`src/pkg/rxs_defs.vh`:
```
`ifndef RXS_DEFS_VH
`define RXS_DEFS_VH

// register byte offsets
`define RXS_OFF_CTRL 8'h00
`define RXS_OFF_STATUS 8'h04
`define RXS_OFF_MASK 8'h08
`define RXS_OFF_FRAMES 8'h0C
`define RXS_OFF_FCS_ERRS 8'h10
`define RXS_OFF_LAST_LEN 8'h14

// control register fields
`define RXS_CTRL_FWD_BIT 0
`define RXS_CTRL_MODE_LO 1
`define RXS_CTRL_MODE_HI 2
`define RXS_CTRL_RESET 3'h0

// flow control mode encodings
`define RXS_FC_NONE 2'h0
`define RXS_FC_STD 2'h1
`define RXS_FC_PFC 2'h2

// event status bits, mask has the same layout
`define RXS_EV_FCS 0
`define RXS_EV_RUNT 1
`define RXS_EV_DECODE 2
`define RXS_EV_CTRL 3
`define RXS_EV_MALFORMED 4
`define RXS_EV_WIDTH 5
`define RXS_EV_RESET 5'h00
`define RXS_MASK_RESET 5'h00

// error vector bits
`define RXS_ERR_MALFORMED 0
`define RXS_ERR_CRC 1
`define RXS_ERR_UNDERSIZE 2

// line coding
`define RXS_CH_START 8'hFB
`define RXS_CH_TERM 8'hFD
`define RXS_PRE_BYTES 3'h7

// frame sizes
`define RXS_RUNT_MIN 16'h0009
`define RXS_RUNT_MAX 16'h003F
`define RXS_DECODE_MAX 16'h0008

// control frame identification
`define RXS_TYPE_MAC_CTRL 16'h8808
`define RXS_OP_STD 16'h0001
`define RXS_OP_PFC 16'h0101
`define RXS_TYPE_IDX 16'h000C
`define RXS_OP_END_IDX 16'h000F

// crc-32
`define RXS_CRC_INIT 32'hFFFFFFFF
`define RXS_CRC_POLY 32'hEDB88320
`define RXS_CRC_RESIDUE 32'hDEBB20E3

// fcs report lag when eop alignment is off
`define RXS_FCS_LAG 3

// nominal rx mac clock in khz
`define RXS_RXMAC_CLK_KHZ 390625

`endif

```
`src/rtl/rxs_crc32.v`:
```
`include "rxs_defs.vh"

module rxs_crc32 (
    // clock and reset
    input wire core_clk_in,
    input wire rst_in,
    // byte feed
    input wire init_in,
    input wire en_in,
    input wire [7:0] data_in,
    // running remainder
    output wire [31:0] crc_out
);

    reg [31:0] crc_q;
    reg [31:0] crc_d;

    function [31:0] crc_byte;
        input [31:0] crc;
        input [7:0] data;
        integer i;
        reg [31:0] c;
        begin
            c = crc ^ {24'h000000, data};
            for (i = 0; i < 8; i = i + 1) begin
                c = c[0] ? ((c >> 1) ^ `RXS_CRC_POLY) : (c >> 1);
            end
            crc_byte = c;
        end
    endfunction

    always @* begin
        crc_d = crc_q;
        if (init_in) begin
            crc_d = `RXS_CRC_INIT;
        end else if (en_in) begin
            crc_d = crc_byte(crc_q, data_in);
        end
    end

    always @(posedge core_clk_in) begin
        if (rst_in) begin
            crc_q <= `RXS_CRC_INIT;
        end else begin
            crc_q <= crc_d;
        end
    end

    assign crc_out = crc_q;

endmodule // rxs_crc32

```
`src/rtl/rxs_lag_pipe.v`:
```
`include "rxs_defs.vh"

module rxs_lag_pipe (
    // clock and reset
    input wire core_clk_in,
    input wire rst_in,
    // input report
    input wire valid_in,
    input wire bit_in,
    // delayed report
    output wire valid_out,
    output wire bit_out
);

    localparam DEPTH = `RXS_FCS_LAG;

    reg [DEPTH-1:0] v_q;
    reg [DEPTH-1:0] b_q;

    always @(posedge core_clk_in) begin
        if (rst_in) begin
            v_q[0] <= 1'b0;
            b_q[0] <= 1'b0;
        end else begin
            v_q[0] <= valid_in;
            b_q[0] <= bit_in;
        end
    end

    genvar g;
    generate
        for (g = 1; g < DEPTH; g = g + 1) begin : stage
            always @(posedge core_clk_in) begin
                if (rst_in) begin
                    v_q[g] <= 1'b0;
                    b_q[g] <= 1'b0;
                end else begin
                    v_q[g] <= v_q[g-1];
                    b_q[g] <= b_q[g-1];
                end
            end
        end
    endgenerate

    assign valid_out = v_q[DEPTH-1];
    assign bit_out = b_q[DEPTH-1];

endmodule // rxs_lag_pipe

```
`src/rtl/rxs_rx_status.v`:
```
// The plain strobed port and the register offsets are this design's own decisions.
`include "rxs_defs.vh"

// Behaviour
// - raise fcs error when the latest eop belongs to a frame with bad crc-32.
// - with eop alignment on, fcs error appears in the eop cycle.
// - with eop alignment off, fcs error may follow eop by some cycles.
// - runt frames always raise the fcs error flag.
// - packets of eight bytes or fewer are decode errors, never runts.
// - fcs valid marks each cycle where fcs error is meaningful.
// - three-bit control frame type is shown only in eop cycles.
// - bit 0 marks standard pause; held 0 in standard mode without forwarding.
// - bit 1 marks priority pause; held 0 in priority mode without forwarding.
// - bit 2 marks any other mac control frame.
// - output valid high while output data holds valid contents; may drop.
// - rx mac clock driven out and all client outputs timed on it.
// - payload bytes leave with control flag 0 and the packet data.
// - pass-through preamble: start byte flag 1, preamble and sfd flag 0.
// - with alignment on, error vector crc bit equals the fcs error flag.
module rxs_rx_status #(
    parameter EOP_ALIGN = 1,
    parameter PREAMBLE_PASS = 0
) (
    // clock and reset
    input wire core_clk_in,
    input wire rst_in,
    // decoded line bytes
    input wire lane_valid_in,
    input wire [7:0] lane_data_in,
    input wire lane_ctrl_in,
    // register port
    input wire [7:0] reg_addr_in,
    input wire [31:0] reg_wdata_in,
    input wire reg_wr_in,
    input wire reg_rd_in,
    output wire [31:0] reg_rdata_out,
    // client stream
    output wire rx_mac_clk_out,
    output wire [7:0] dout_d_out,
    output wire dout_c_out,
    output wire dout_valid_out,
    output wire dout_eop_out,
    // per-frame status
    output wire rx_fcs_error_out,
    output wire rx_fcs_valid_out,
    output wire [2:0] rx_status_out,
    output wire [5:0] rx_error_out,
    // interrupt
    output wire irq_out
);

    localparam ST_IDLE = 2'h0;
    localparam ST_PRE = 2'h1;
    localparam ST_DATA = 2'h2;

    function is_ctrl_char;
        input [7:0] data;
        input ctrl;
        input [7:0] code;
        begin
            is_ctrl_char = ctrl && (data == code);
        end
    endfunction

    reg [1:0] state_q;
    reg [2:0] pre_cnt_q;
    reg [15:0] len_q;
    reg [15:0] type_q;
    reg [15:0] op_q;
    reg [7:0] hold_d_q;
    reg hold_c_q;
    reg hold_v_q;
    reg [7:0] dout_d_q;
    reg dout_c_q;
    reg dout_valid_q;
    reg dout_eop_q;
    reg fcs_err_q;
    reg fcs_valid_q;
    reg [2:0] status_q;
    reg [5:0] error_q;
    reg [2:0] ctrl_q;
    reg [`RXS_EV_WIDTH-1:0] ev_q;
    reg [`RXS_EV_WIDTH-1:0] mask_q;
    reg [15:0] frames_q;
    reg [15:0] fcs_cnt_q;
    reg [15:0] last_len_q;
    reg [31:0] rdata_q;

    wire is_start = is_ctrl_char(lane_data_in, lane_ctrl_in, `RXS_CH_START);
    wire is_term = is_ctrl_char(lane_data_in, lane_ctrl_in, `RXS_CH_TERM);
    wire in_data = lane_valid_in && (state_q == ST_DATA);
    wire data_byte = in_data && !lane_ctrl_in;
    wire frame_end = in_data && lane_ctrl_in;
    wire malformed = frame_end && !is_term;
    wire pre_abort = lane_valid_in && (state_q == ST_PRE) && lane_ctrl_in;
    wire eop_fire = frame_end && hold_v_q;
    wire [31:0] crc;
    wire [1:0] fc_mode = ctrl_q[`RXS_CTRL_MODE_HI:`RXS_CTRL_MODE_LO];
    wire fwd_ctrl = ctrl_q[`RXS_CTRL_FWD_BIT];

    // size checks on the finished frame
    wire decode_err = frame_end && (len_q <= `RXS_DECODE_MAX);
    wire runt = frame_end && (len_q >= `RXS_RUNT_MIN) && (len_q <= `RXS_RUNT_MAX);
    wire crc_bad = crc != `RXS_CRC_RESIDUE;
    wire fcs_bad = crc_bad || runt;

    // control frame type, checked once type and opcode are complete
    wire is_mac_ctrl = (len_q > `RXS_OP_END_IDX) && (type_q == `RXS_TYPE_MAC_CTRL);
    wire std_frame = is_mac_ctrl && (op_q == `RXS_OP_STD);
    wire pfc_frame = is_mac_ctrl && (op_q == `RXS_OP_PFC);
    wire [2:0] ctrl_kind;
    assign ctrl_kind[0] = std_frame && !(fc_mode == `RXS_FC_STD && !fwd_ctrl);
    assign ctrl_kind[1] = pfc_frame && !(fc_mode == `RXS_FC_PFC && !fwd_ctrl);
    assign ctrl_kind[2] = is_mac_ctrl && !std_frame && !pfc_frame;

    // crc covers every byte after the sfd, fcs included
    rxs_crc32 u_crc (
        .core_clk_in(core_clk_in),
        .rst_in(rst_in),
        .init_in(lane_valid_in && is_start),
        .en_in(data_byte),
        .data_in(lane_data_in),
        .crc_out(crc)
    );

    // frame tracking
    always @(posedge core_clk_in) begin
        if (rst_in) begin
            state_q <= ST_IDLE;
            pre_cnt_q <= 3'h0;
            len_q <= 16'h0000;
            type_q <= 16'h0000;
            op_q <= 16'h0000;
        end else if (lane_valid_in) begin
            case (state_q)
                ST_IDLE: begin
                    if (is_start) begin
                        state_q <= ST_PRE;
                        pre_cnt_q <= 3'h0;
                        len_q <= 16'h0000;
                    end
                end
                ST_PRE: begin
                    if (lane_ctrl_in) begin
                        state_q <= ST_IDLE;
                    end else if (pre_cnt_q == `RXS_PRE_BYTES - 3'h1) begin
                        state_q <= ST_DATA;
                    end else begin
                        pre_cnt_q <= pre_cnt_q + 3'h1;
                    end
                end
                ST_DATA: begin
                    if (lane_ctrl_in) begin
                        state_q <= ST_IDLE;
                    end else begin
                        // saturate so jumbo frames never wrap into runt range
                        if (len_q != 16'hFFFF) begin
                            len_q <= len_q + 16'h0001;
                        end
                        if (len_q == `RXS_TYPE_IDX || len_q == `RXS_TYPE_IDX + 16'h0001) begin
                            type_q <= {type_q[7:0], lane_data_in};
                        end
                        if (len_q == `RXS_OP_END_IDX - 16'h0001 || len_q == `RXS_OP_END_IDX) begin
                            op_q <= {op_q[7:0], lane_data_in};
                        end
                    end
                end
                default: begin
                    state_q <= ST_IDLE;
                end
            endcase
        end
    end

    // one byte of hold lets the last payload byte carry eop
    always @(posedge core_clk_in) begin
        if (rst_in) begin
            hold_d_q <= 8'h00;
            hold_c_q <= 1'b0;
            hold_v_q <= 1'b0;
            dout_d_q <= 8'h00;
            dout_c_q <= 1'b0;
            dout_valid_q <= 1'b0;
            dout_eop_q <= 1'b0;
        end else begin
            dout_valid_q <= 1'b0;
            dout_eop_q <= 1'b0;
            if (frame_end || pre_abort) begin
                hold_v_q <= 1'b0;
                if (hold_v_q && frame_end) begin
                    dout_d_q <= hold_d_q;
                    dout_c_q <= hold_c_q;
                    dout_valid_q <= 1'b1;
                    dout_eop_q <= 1'b1;
                end
            end else if (lane_valid_in && (data_byte ||
                         (PREAMBLE_PASS != 0 && (state_q == ST_PRE || (state_q == ST_IDLE && is_start))))) begin
                // preamble bytes only enter the stream in pass-through builds
                hold_d_q <= lane_data_in;
                hold_c_q <= (state_q == ST_IDLE) ? 1'b1 : 1'b0;
                hold_v_q <= 1'b1;
                if (hold_v_q) begin
                    dout_d_q <= hold_d_q;
                    dout_c_q <= hold_c_q;
                    dout_valid_q <= 1'b1;
                end
            end
        end
    end

    // eop-cycle status
    always @(posedge core_clk_in) begin
        if (rst_in) begin
            status_q <= 3'h0;
            error_q <= 6'h00;
        end else begin
            status_q <= 3'h0;
            error_q <= 6'h00;
            if (eop_fire) begin
                status_q <= ctrl_kind;
                error_q[`RXS_ERR_MALFORMED] <= malformed || decode_err;
                error_q[`RXS_ERR_CRC] <= fcs_bad;
                error_q[`RXS_ERR_UNDERSIZE] <= runt;
            end
        end
    end

    // fcs report, aligned or lagging as built
    wire lag_valid;
    wire lag_bit;
    generate
        if (EOP_ALIGN != 0) begin : g_align
            assign lag_valid = eop_fire;
            assign lag_bit = fcs_bad;
        end else begin : g_lag
            rxs_lag_pipe u_lag (
                .core_clk_in(core_clk_in),
                .rst_in(rst_in),
                .valid_in(eop_fire),
                .bit_in(fcs_bad),
                .valid_out(lag_valid),
                .bit_out(lag_bit)
            );
        end
    endgenerate

    always @(posedge core_clk_in) begin
        if (rst_in) begin
            fcs_err_q <= 1'b0;
            fcs_valid_q <= 1'b0;
        end else begin
            fcs_valid_q <= lag_valid;
            if (lag_valid) begin
                fcs_err_q <= lag_bit;
            end
        end
    end

    // events, counters and register port
    wire [`RXS_EV_WIDTH-1:0] ev_set;
    assign ev_set[`RXS_EV_FCS] = eop_fire && fcs_bad;
    assign ev_set[`RXS_EV_RUNT] = runt;
    assign ev_set[`RXS_EV_DECODE] = decode_err || pre_abort;
    assign ev_set[`RXS_EV_CTRL] = eop_fire && is_mac_ctrl;
    assign ev_set[`RXS_EV_MALFORMED] = malformed;

    wire wr_status = reg_wr_in && reg_addr_in == `RXS_OFF_STATUS;

    always @(posedge core_clk_in) begin
        if (rst_in) begin
            ctrl_q <= `RXS_CTRL_RESET;
            mask_q <= `RXS_MASK_RESET;
            ev_q <= `RXS_EV_RESET;
            frames_q <= 16'h0000;
            fcs_cnt_q <= 16'h0000;
            last_len_q <= 16'h0000;
        end else begin
            if (reg_wr_in && reg_addr_in == `RXS_OFF_CTRL) begin
                ctrl_q <= reg_wdata_in[2:0];
            end
            if (reg_wr_in && reg_addr_in == `RXS_OFF_MASK) begin
                mask_q <= reg_wdata_in[`RXS_EV_WIDTH-1:0];
            end
            // a new event beats a same-cycle write-one clear
            ev_q <= (ev_q & ~(wr_status ? reg_wdata_in[`RXS_EV_WIDTH-1:0] : `RXS_EV_RESET)) | ev_set;
            if (eop_fire) begin
                frames_q <= frames_q + 16'h0001;
                last_len_q <= len_q;
                if (fcs_bad) begin
                    fcs_cnt_q <= fcs_cnt_q + 16'h0001;
                end
            end
        end
    end

    always @(posedge core_clk_in) begin
        if (rst_in) begin
            rdata_q <= 32'h00000000;
        end else begin
            rdata_q <= 32'h00000000;
            if (reg_rd_in) begin
                case (reg_addr_in)
                    `RXS_OFF_CTRL: rdata_q <= {29'h00000000, ctrl_q};
                    `RXS_OFF_STATUS: rdata_q <= {27'h0000000, ev_q};
                    `RXS_OFF_MASK: rdata_q <= {27'h0000000, mask_q};
                    `RXS_OFF_FRAMES: rdata_q <= {16'h0000, frames_q};
                    `RXS_OFF_FCS_ERRS: rdata_q <= {16'h0000, fcs_cnt_q};
                    `RXS_OFF_LAST_LEN: rdata_q <= {16'h0000, last_len_q};
                    default: rdata_q <= 32'h00000000;
                endcase
            end
        end
    end

    // the core clock stands in for the recovered clock
    assign rx_mac_clk_out = core_clk_in;
    assign dout_d_out = dout_d_q;
    assign dout_c_out = dout_c_q;
    assign dout_valid_out = dout_valid_q;
    assign dout_eop_out = dout_eop_q;
    assign rx_fcs_error_out = fcs_err_q;
    assign rx_fcs_valid_out = fcs_valid_q;
    assign rx_status_out = status_q;
    assign rx_error_out = error_q;
    assign reg_rdata_out = rdata_q;
    assign irq_out = |(ev_q & mask_q);

endmodule // rxs_rx_status
```
`config.mk`:
```
export PLATFORM = sky130hd
export DESIGN_NAME = rxs_rx_status
export DESIGN_NICKNAME = d
export VERILOG_FILES = /design/src/rtl/rxs_crc32.v /design/src/rtl/rxs_lag_pipe.v /design/src/rtl/rxs_rx_status.v
export VERILOG_INCLUDE_DIRS = /design/src /design/src/pkg
export SDC_FILE = /design/constraint.sdc
export NUM_CORES = 1
export LEC_CHECK = 0
export ABC_AREA = 1
export BUFFER_PORTS_ARGS = -buffer_cell sky130_fd_sc_hd__buf_2
export CAP_MARGIN = 15
export CORE_MARGIN = 2
export CORE_UTILIZATION = 45
export DETAILED_ROUTE_END_ITERATION = 8
export PLACE_DENSITY = 0.78
export SYNTH_ARGS = -nofsm -noshare
export SYNTH_HDL_FRONTEND = slang
export SYNTH_SLANG_ARGS = --single-unit
```
`constraint.sdc`:
```
create_clock -name core_clk_in -period 1.7 [get_ports core_clk_in]
set_input_delay 0.17 -clock core_clk_in [delete_from_list [all_inputs] [get_ports core_clk_in]]
set_output_delay 0.17 -clock core_clk_in [all_outputs]
set_load 0.02 [all_outputs]
```
; ---- Word-level counts from Yosys, hierarchy flattened
; Cells that the tools add are included.
[op_classes]
n_addsub = 4
order_cmp = 4
n_eq_ne = 29
n_mux = 36
bitwise = 17
n_reduce_logical = 61
[op_table]
columns = operator, count
row1 = 32-bit two-way mux, 8
row2 = 13-bit inverter with 14-bit output, 8
row3 = 16-bit one-hot mux with 6 select lines, 1
row4 = 16-bit by 4-bit == test with 1-bit output (second input constant), 4
row5 = 16-bit by 1-bit adder with 16-bit output (second input constant), 3
row6 = 16-bit two-way mux, 3
row7 = 8-bit two-way mux, 4
row8 = 32-bit != test (second input constant), 1
row9 = 16-bit one-hot mux with 2 select lines, 1
row10 = 32-bit by 8-bit XOR with 32-bit output, 1
row11 = 1-bit logical AND, 28
row12 = 16-bit by 1-bit == test with 1-bit output (second input constant), 1
row13 = 16-bit == test (second input constant), 1
row14 = 16-bit by 9-bit == test with 1-bit output (second input constant), 1
row15 = 8-bit by 4-bit == test with 1-bit output (second input constant), 2
row16 = 8-bit by 5-bit == test with 1-bit output (second input constant), 2
row17 = 8-bit == test (second input constant), 2
row18 = 16-bit by 4-bit >= comparator with 1-bit output (second input constant), 1
row19 = 16-bit by 4-bit > comparator with 1-bit output (second input constant), 1
row20 = 16-bit by 4-bit <= comparator with 1-bit output (second input constant), 1
row21 = 16-bit by 6-bit <= comparator with 1-bit output (second input constant), 1
row22 = 16-bit != test (second input constant), 1
row23 = 2-bit != test (second input constant), 6
row24 = 4-bit AND reduction, 3
row25 = 27 further kinds, 66
[totals]
regBits = 210
in_bits = 54
out_inout_bits = 56
elab_cells = 176

; ---- Depth between registers and ports, before layout
; Gate-level depths: netlist of run 1.
[depth]
word_depth = 17
mapped_depth = 12

; ---- Cells and area by module
; From an unflattened synthesis of run 1, not the netlist that was laid out.
[hier_totals]
hier_cells = 1442
area_unflattened_um2 = 9857.0
[by_module_without_submodules]
columns = module, n_inst, cells_per_inst, area_each_um2
row1 = rxs_rx_status, 1, 1109, 7658.6
row2 = rxs_crc32, 1, 333, 2198.4

==> results of run 1 <==
repair_timing:
| item | CTS | global route |
|---|---|---|
| pin swaps | 0 | 13 |
| hold buffers | 8 | 0 |
| gates cloned | 0 | 1 |
| hold endpoints to repair | 14 | 0 |
| resized for setup | 1 | 70 |
| buffers inserted | 0 | 9 |
| setup endpoints to repair | 11 | 97 |
state kept, by name (all words and copies together), names as in the netlist, 16 cells and up:
register / flops
u_crc.crc_out: 32
fcs_cnt_q: 16
frames_q: 16
last_len_q: 16
len_q: 16
op_q: 16
reg_rdata_out: 16
type_q: 16
cell usage after synthesis, types with 9 or more instances:
cell,n
o211ai_1,9
nand3_1,91
inv_1,137
xnor2_1,13
a21oi_1,129
nand2_1,297
nor2_1,176
xor2_1,43
dfxtp_1,191
nor3_1,23
clkbuf_1,25
nand4_1,21
o21ai_0,114
buf_2,11
buf_4,25
metrics by stage:
| step | instance area, sq um | utilization |
|---|---|---|
| CTS | 11600 | 0.547 |
| floorplan | 9820 | - |
| detailed placement | 10800 | 0.511 |
| finish | 11900 | 0.561 |
| global placement | 10800 | 0.511 |
| global route | 11900 | 0.561 |
cells by family (layout without fill, tap and decap cells):
kind of cell	Yosys count	in the layout	synth area share
XOR/XNOR	58	58	0.0536
flip-flops	191	191	0.392
buffers and inverters	216	353	0.0967
AND/OR/NAND/NOR	653	654	0.291
adder cells (fa/ha/maj)	8	8	0.0103
other	1	19	0.000384
AO/OA/AOI/OAI	283	283	0.155
critical path, stage by stage, from the launching register on:
cell     delay, ps
dfxtp_2        340
inv_2           50
nor2_4         190
nand2_4        150
buf_4          180
nor2_4         150
buf_4          160
nand2_8        100
buf_4          170
a21oi_2        100
layout make-up:
class / instances / area share
inverter: 148 / 0.0474
clock buffer: 22 / 0.0437
sequential: 191 / 0.324
multi-input combinational: 1022 / 0.438
timing repair buffer: 169 / 0.104
clock inverter: 14 / 0.0140
tap: 275 / 0.0290
worst paths after layout:
path / startpoint / end / slack [ps] / depth (start not counted)
worst min register to register: op_q[9] / op_q[9] / 450 / 2
worst max register to register: state_q[1] / rx_fcs_error_out / 40 / 9
worst min-delay path: lane_valid_in / hold_v_q / 10 / 3
worst max-delay path: state_q[1] / rx_fcs_error_out / 40 / 9
per-layer routing:
layer	share of wire	GRT usage	vias to the layer above
met5	0	0	-
met4	0.018	0.0813	0
met3	0.070	0.0398	39
met2	0.47	0.370	343
met1	0.44	0.297	4514
li1	-	-	4855
power breakdown:
group          internal, mW  total (mW)  switching (mW)
registers              4.49        4.51          0.0196
clock network          2.46        4.49            2.04
logic                 0.296       0.830           0.534
total                  7.25        9.84            2.59
==> metrics.yaml, run 1 <==
dp_slack_ps: -27.3
finalCritPeriodShare: 0.976
p_leak_nw: 5.03
clk_latency_ps: 550
drtPass1Iterations: 6
final_common_cell: "nand2_1"
synth_edf_count: 0
dieArea_sq_um: 22900
port_buffers: 63
synth_top_area_frac: 0.392
grt_max_degree: 42
core_sq_um: 21200
dieWidth_um: 151
fin_nets: 1615
end_kind: "flip-flop"
cp_max_fo: 17
io_pins: 110
synthTopCellsByArea: "dfxtp_1 39%, nand2_1 11%, nor2_1 6.8%"
max_freq_mhz: 603
hold_ws_ps: 10.4
die-height_um: 151
synth-seq-cells: 191
final_cell_mix: "291 x nand2_1, 177 x dfxtp_1, 173 x nor2_1"
final-hold-violation-count: 0
skew_ps: 11.2
rows: 53
critPathKind: "flip-flop to flip-flop"
synth_area_per_cell_sq_um: 6.92
drv_cap: 0
cp.arrival_ps: 2150
max-slew-margin-rel: 0.652
drc: 0
powerDensity_nw_per_um2: 829
wire_per_inst_um: 13.9
async_flop_share: 0
setup_ws_ps: 41.2
ant_nets: 0
yosys_most_used_dff: "dfxtp_1"
layout_min_cycle_time_ps: 1660
via_per_inst: 5.30
required_ps: 2190
gr-total-overflow: 0
synthCells: 1410
final_cells: 1841
hold_class: "primary input to flip-flop"
grt_pass1_wl_mm: 41.3
place.gp.congestion: 0.900
ir_worst_vdd_v: 0.000728
antenna_found_initial: 1
path_clk_slew_ps: 80
diodes: 0
synth_top_area_cell: "dfxtp_1"
setup_violations: 0
worst_slew_pin_slew_ps: 517
synth_warnings: 0
drt_wl_total_mm: 25.6
grt_usage: 0.225
dp_hpwl_mm: 18.1
slew_violations: 0
synth_seq_area_share: 0.392
synth.cell_area_sq_um: 9750
drtIter0Drc: 805
first_global_vias: 8819
start_kind: "flip-flop"
synth.distinct_cells: 51
seqCellArea_sq_um: 3840
vias: 9751
multi_input_area_sq_um: 5200
start_util: 0.461
total_power_mw: 9.84
area_delta_synth_final_pct: 21.7
dpl.cell_count: 1788
cts_tree: "done"
layout-drive-gt1-share: 0.178
outcome: "complete, no violations"
n_fill_cell: 1828
setup_tns_ps: 0
No activity file was read; power rests on OpenSTA's default activity.
==> run 2: changes to the inputs <==
BUFFER_PORTS_ARGS = -buffer_cell sky130_fd_sc_hd__clkbuf_2   (was -buffer_cell sky130_fd_sc_hd__buf_2)
CORE_ASPECT_RATIO = 1.1   (was not set)
==> metrics.yaml, run 2 (same netlist as run 1, synthesis figures left out) <==
final_cells: 1848  # +0.38%
wire_per_inst_um: 13.8  # -0.68%
rr_worst_depth: 8  # -1
skew_ps: 14.0  # +2.76 ps
antenna_found_initial: 1  # unchanged
required_ps: 2030  # -160 ps
seqCellArea_sq_um: 3840  # about the same
h-tree-depth: 4
max_freq_mhz: 621  # +2.9%
powerDensity_nw_per_um2: 787  # -5.0%
dieArea_sq_um: 22900  # about the same
vias: 9579  # -1.8%
total_power_mw: 9.24  # -6.0%
die-height_um: 158  # +4.8%
drtPass1Iterations: 6  # unchanged
crit_end: "frames_q[6]"
dp_hpwl_mm: 18.2  # +0.71%
io_pins: 110  # unchanged
place_area_sq_um: 10900  # +1.2%
layout_min_cycle_time_ps: 1610  # -47.3 ps
r2r-end: "frames_q[6]"
dieWidth_um: 144  # -4.5%
ant_nets: 0  # unchanged
clk_latency_ps: 450  # -100 ps
area_delta_synth_final_pct: 20.4
via_per_inst: 5.18  # -2.1%
diodes: 0  # unchanged
end_kind: "flip-flop"
rrSetupSlack_ps: 90  # +50 ps
p_leak_nw: 4.95  # -1.5%
r2r-start: "state_q[1]"
grt_max_degree: 59  # +40%
finalCritPeriodShare: 0.948  # -0.0278
dpl.cell_count: 1810  # +1.2%
clockBufferDepth: 2
first_global_vias: 8978  # +1.8%
drc: 0  # unchanged
setup_violations: 0  # unchanged
path_clk_slew_ps: 80  # about the same
place.gp.congestion: 0.953  # +5.9%
final-hold-violation-count: 0  # unchanged
critPathKind: "flip-flop to flip-flop"
outcome: "complete, no violations"
final_cell_mix: "293 x nand2_1, 180 x dfxtp_1, 168 x nor2_1"
core_sq_um: 21300  # +0.69%
cts_tree: "done"
ir_worst_vdd_v: 0.000711  # -2.3%
port_buffers: 63  # unchanged
slew_violations: 0  # unchanged
start_util: 0.458  # -0.00317
drt_wl_total_mm: 25.5  # -0.30%
grt_usage: 0.225  # -0.000679
cts_made_buffers: 17
setup.worst_path.start: "state_q[1]"
gr-total-overflow: 0  # unchanged
final_util: 0.551  # -0.00985
cp_max_fo: 12  # -5
start_kind: "flip-flop"
grt_pass1_wl_mm: 41.3  # +0.13%
cp.arrival_ps: 1940  # -210 ps
multi_input_area_sq_um: 5190  # -0.22%
rows: 56  # +5.7%
largest_reg_flops: 32  # unchanged
hold_ws_ps: 16.6  # +6.17 ps
fin_nets: 1608  # -0.43%
fin_area_sq_um: 11700  # -1.1%
cts_root_buf: "clkbuf_16"
drv_cap: 0  # unchanged
n_fill_cell: 1997  # +9.2%
layout-drive-gt1-share: 0.178  # +0.000273
rsz0062_at_grt: "yes"
hold_class: "primary input to flip-flop"
final_common_cell: "nand2_1"
drtIter0Drc: 622  # -23%
[run 2: cell types whose count changed in the layout (fill, tap and decap cells not counted), moves of 3 or more]
cell / change
dfxtp_2: -4
clkbuf_16: -3
clkbuf_2: +63
dlygate4sd3_1: -6
buf_2: -62
nor2_1: -5
buf_12: +3
nor2_2: +5
dfxtp_1: +3
[run 2: worst min-delay path by stage]
stage / from / cells past startpoint / to / slack, ps
2_1_floorplan: rst_in / 1 / dout_eop_out / 250
3_3_place_gp: core_clk_in / 1 / rx_mac_clk_out / 310
3_5_place_dp: core_clk_in / 1 / rx_mac_clk_out / 310
4_1_cts: reg_wdata_in[2] / 3 / mask_q[2] / 5
5_1_grt: reg_wdata_in[1] / 3 / ctrl_q[1] / 20
6_report: reg_wdata_in[2] / 3 / mask_q[2] / 20
[run 2: layout make-up]
class | instances | area share
clock buffer | 20 | 0.0381
inverter | 148 | 0.0477
timing repair buffer | 166 | 0.104
multi-input combinational | 1021 | 0.442
clock inverter | 12 | 0.0105
sequential | 191 | 0.327
tap | 290 | 0.0309
[run 2: power by group]
group	leakage, nW	internal, mW	switching, mW
logic	3.13	0.280	0.520
clock network	0.278	1.99	1.95
registers	1.54	4.49	0.0199
[run 2: worst max-delay path: stages, from the launching register on]
cell and delay, ps:
dfxtp_1 350, inv_2 60, nor2_4 170, nand2_4 140
nor2_8 220, buf_6 180, nand4_1 140, nor3_1 160
nor3_1 60
[run 2: timing repair]
item | CTS | global route
pin swaps | 0 | 11
resized for setup | 4 | 58
buffers inserted | 0 | 5
hold endpoints to repair | 2 | 0
setup endpoints to repair | 19 | 73
hold buffers | 2 | 0
[run 2: stage by stage]
step | TNS (ps) | setup WS, ps
2_1_floorplan | 0 | 47.5
3_3_place_gp | 0 | 47.3
3_5_place_dp | -361 | -46.2
4_1_cts | 0 | 12.4
5_1_grt | -216 | -45.8
6_report | 0 | 88.5
[run 2: per-layer routing]
layer | up-vias | track usage | share of wire
met4 | 0 | 0.0832 | 0.023
li1 | 4842 | - | -
met5 | - | 0 | 0
met3 | 57 | 0.0382 | 0.052
met2 | 294 | 0.397 | 0.49
met1 | 4386 | 0.273 | 0.44
==> run 3: changes to the inputs <==
PLACE_DENSITY = 0.76   (was 0.78)
clock period = 1.65 ns   (was 1.7 ns; I/O delays follow)
==> metrics.yaml, run 3 (same netlist as run 1, synthesis figures left out) <==
worst_slew_pin_slew_ps: 504
dp_hpwl_mm: 18.6  # +2.1%
finalCritPeriodShare: 1.02  # +0.0685
skew_ps: 14.8  # +0.825 ps
final_cell_mix: "287 x nand2_1, 176 x dfxtp_1, 167 x nor2_1"
diodes: 0  # unchanged
fin_area_sq_um: 12200  # +3.7%
p_leak_nw: 5.17  # +4.4%
hold_class: "primary input to flip-flop"
drv_cap: 0  # unchanged
violations: "negative setup slack"
fin_nets: 1644  # +2.2%
grt_usage: 0.226  # +0.00106
cts_made_buffers: 17  # unchanged
outcome: "finished, violations left"
p_switching_mw: 2.61  # +4.9%
required_ps: 2010  # -20 ps
cts_root_buf: "clkbuf_16"
io_pins: 110  # unchanged
max-slew-margin-rel: 0.661
grt_max_degree: 37  # -37%
antenna_found_initial: 0  # -1
cp_cell_sequence: "inv_1, ha_1, inv_1, o21ai_1, nand2_1, nand3_2, nand2_8, nand2_8, buf_12, nand2_1, a21oi_1"
total_power_mw: 9.76  # +5.6%
cts_tree: "done"
final_util: 0.572  # +0.0204
port_buffers: 63  # unchanged
start_util: 0.458  # unchanged
start_kind: "flip-flop"
final_cells: 1884  # +1.9%
path_clk_slew_ps: 80  # about the same
layout_min_cycle_time_ps: 1680  # +65.6 ps
rows: 56  # unchanged
ir_worst_vdd_v: 0.000908  # +28%
first_global_vias: 8861  # -1.3%
crit_slowest_cell: "dfxtp_2"
cp.arrival_ps: 2040  # +100 ps
final_common_cell: "nand2_1"
drtPass1Iterations: 7  # +1
end_kind: "flip-flop"
clockBufferDepth: 2  # unchanged
cp_max_fo: 4  # -8
max_freq_mhz: 596  # -3.9%
largest_reg_flops: 32  # unchanged
vias: 9753  # +1.8%
powerDensity_nw_per_um2: 802  # +1.8%
switching_share: 0.267  # -0.00169
critPathKind: "flip-flop to flip-flop"
die-height_um: 158  # unchanged
h-tree-depth: 4  # unchanged
clk_latency_ps: 440  # about the same
setup_ws_ps: -27.0  # -116 ps
drt_wl_total_mm: 26.6  # +4.4%
dieWidth_um: 144  # unchanged
drtIter0Drc: 756  # +22%
via_per_inst: 5.18  # -0.13%
drc: 0  # unchanged
wire_per_inst_um: 14.1  # +2.4%
place.gp.congestion: 0.904  # -5.2%
gr-total-overflow: 0  # unchanged
ant_nets: 0  # unchanged
slew_violations: 0  # unchanged
power_frac_seq: 0.476  # -0.012
layout-drive-gt1-share: 0.208  # +0.0298
critPathMaxStageDelay_ps: 330  # -20 ps
area_delta_synth_final_pct: 24.9
core_sq_um: 21300  # unchanged
dpl.cell_count: 1833  # +1.3%
grt_pass1_wl_mm: 41.5  # +0.45%
dieArea_sq_um: 22900  # unchanged
setup_violations: 9  # +9
p_int_mw: 7.15  # +5.8%
p_comb_frac: 0.088  # about the same
place_area_sq_um: 11100  # +1.0%
rsz0062_at_grt: "yes"
final-hold-violation-count: 0  # unchanged
power_frac_clock: 0.436  # +0.011
-- run 3: changes by cell type in the layout (fill, tap and decap cells not counted), moves of 3 or more --
cell / delta
o21ai_0: -11
nand2_4: +3
buf_6: +9
buf_12: -3
nor3_2: +3
nor3_1: -3
dfxtp_1: -4
nand2_1: -6
dfxtp_2: +3
o21ai_1: +9
buf_4: +26
inv_8: +3
-- run 3: layer usage --
metal	track usage	wire length, um	vias up
met3	0.0343	1370	60
met4	0.0670	625	0
met1	0.285	11500	4462
li1	-	-	4917
met2	0.398	13100	314
met5	0	0	-
-- run 3: critical path: cells and delay by family, from the launching register on --
family | cells | cell delay, ps
buffers and inverters | 3 | 270
DFF | 1 | 330
AOI/OAI and AO/OA | 2 | 330
and+or+nand+nor | 5 | 490
adders and majority gates | 1 | 180
-- run 3: per-stage QoR --
stage / setup WS [ps] / hold slack, ps / TNS (ps)
floorplan: 11.6 / 244 / 0
global placement: 24.1 / 305 / 0
detailed placement: -24.2 / 305 / -84.4
CTS: 10.7 / 4.18 / 0
global route: -171 / 35.2 / -3290
finish: -27.0 / 4.18 / -104
-- run 3: final cells by class --
class,count,area (sq um)
Multi-Input combinational cell,1021,5270
Fill cell,1936,9120
Clock inverter,12,146
Tap cell,290,363
Clock buffer,20,448
Sequential cell,191,3850
Timing Repair Buffer,201,1520
Timing Repair inverter,1,7.51
Inverter,148,574
-- run 3: power groups by stage --
stage,Combinational (mW),Sequential (mW),Clock (mW)
floorplan,0.543,4.75,0.0708
global placement,0.775,4.76,0.0563
detailed placement,0.786,4.76,0.0563
CTS,0.795,4.65,4.29
global route,0.950,4.65,4.48
finish,0.863,4.65,4.25
-- run 3: worst paths after layout --
| check | startpoint | end | slack [ps] | cells after the start |
|---|---|---|---|---|
| worst max-delay path | len_q[1] | fcs_cnt_q[3] | -30 | 11 |
| worst min-delay path | reg_wdata_in[2] | ctrl_q[2] | 4 | 3 |
| worst max register to register | len_q[1] | fcs_cnt_q[3] | -30 | 11 |
| worst min register to register | hold_c_q | hold_c_q | 460 | 2 |
-- run 3: what timing repair did --
item	CTS	global route
gates cloned	0	3
hold endpoints to repair	2	0
pin swaps	2	26
hold buffers	2	0
setup buffers	0	15
resized for setup	10	103
endpoints found under the setup margin	21	119
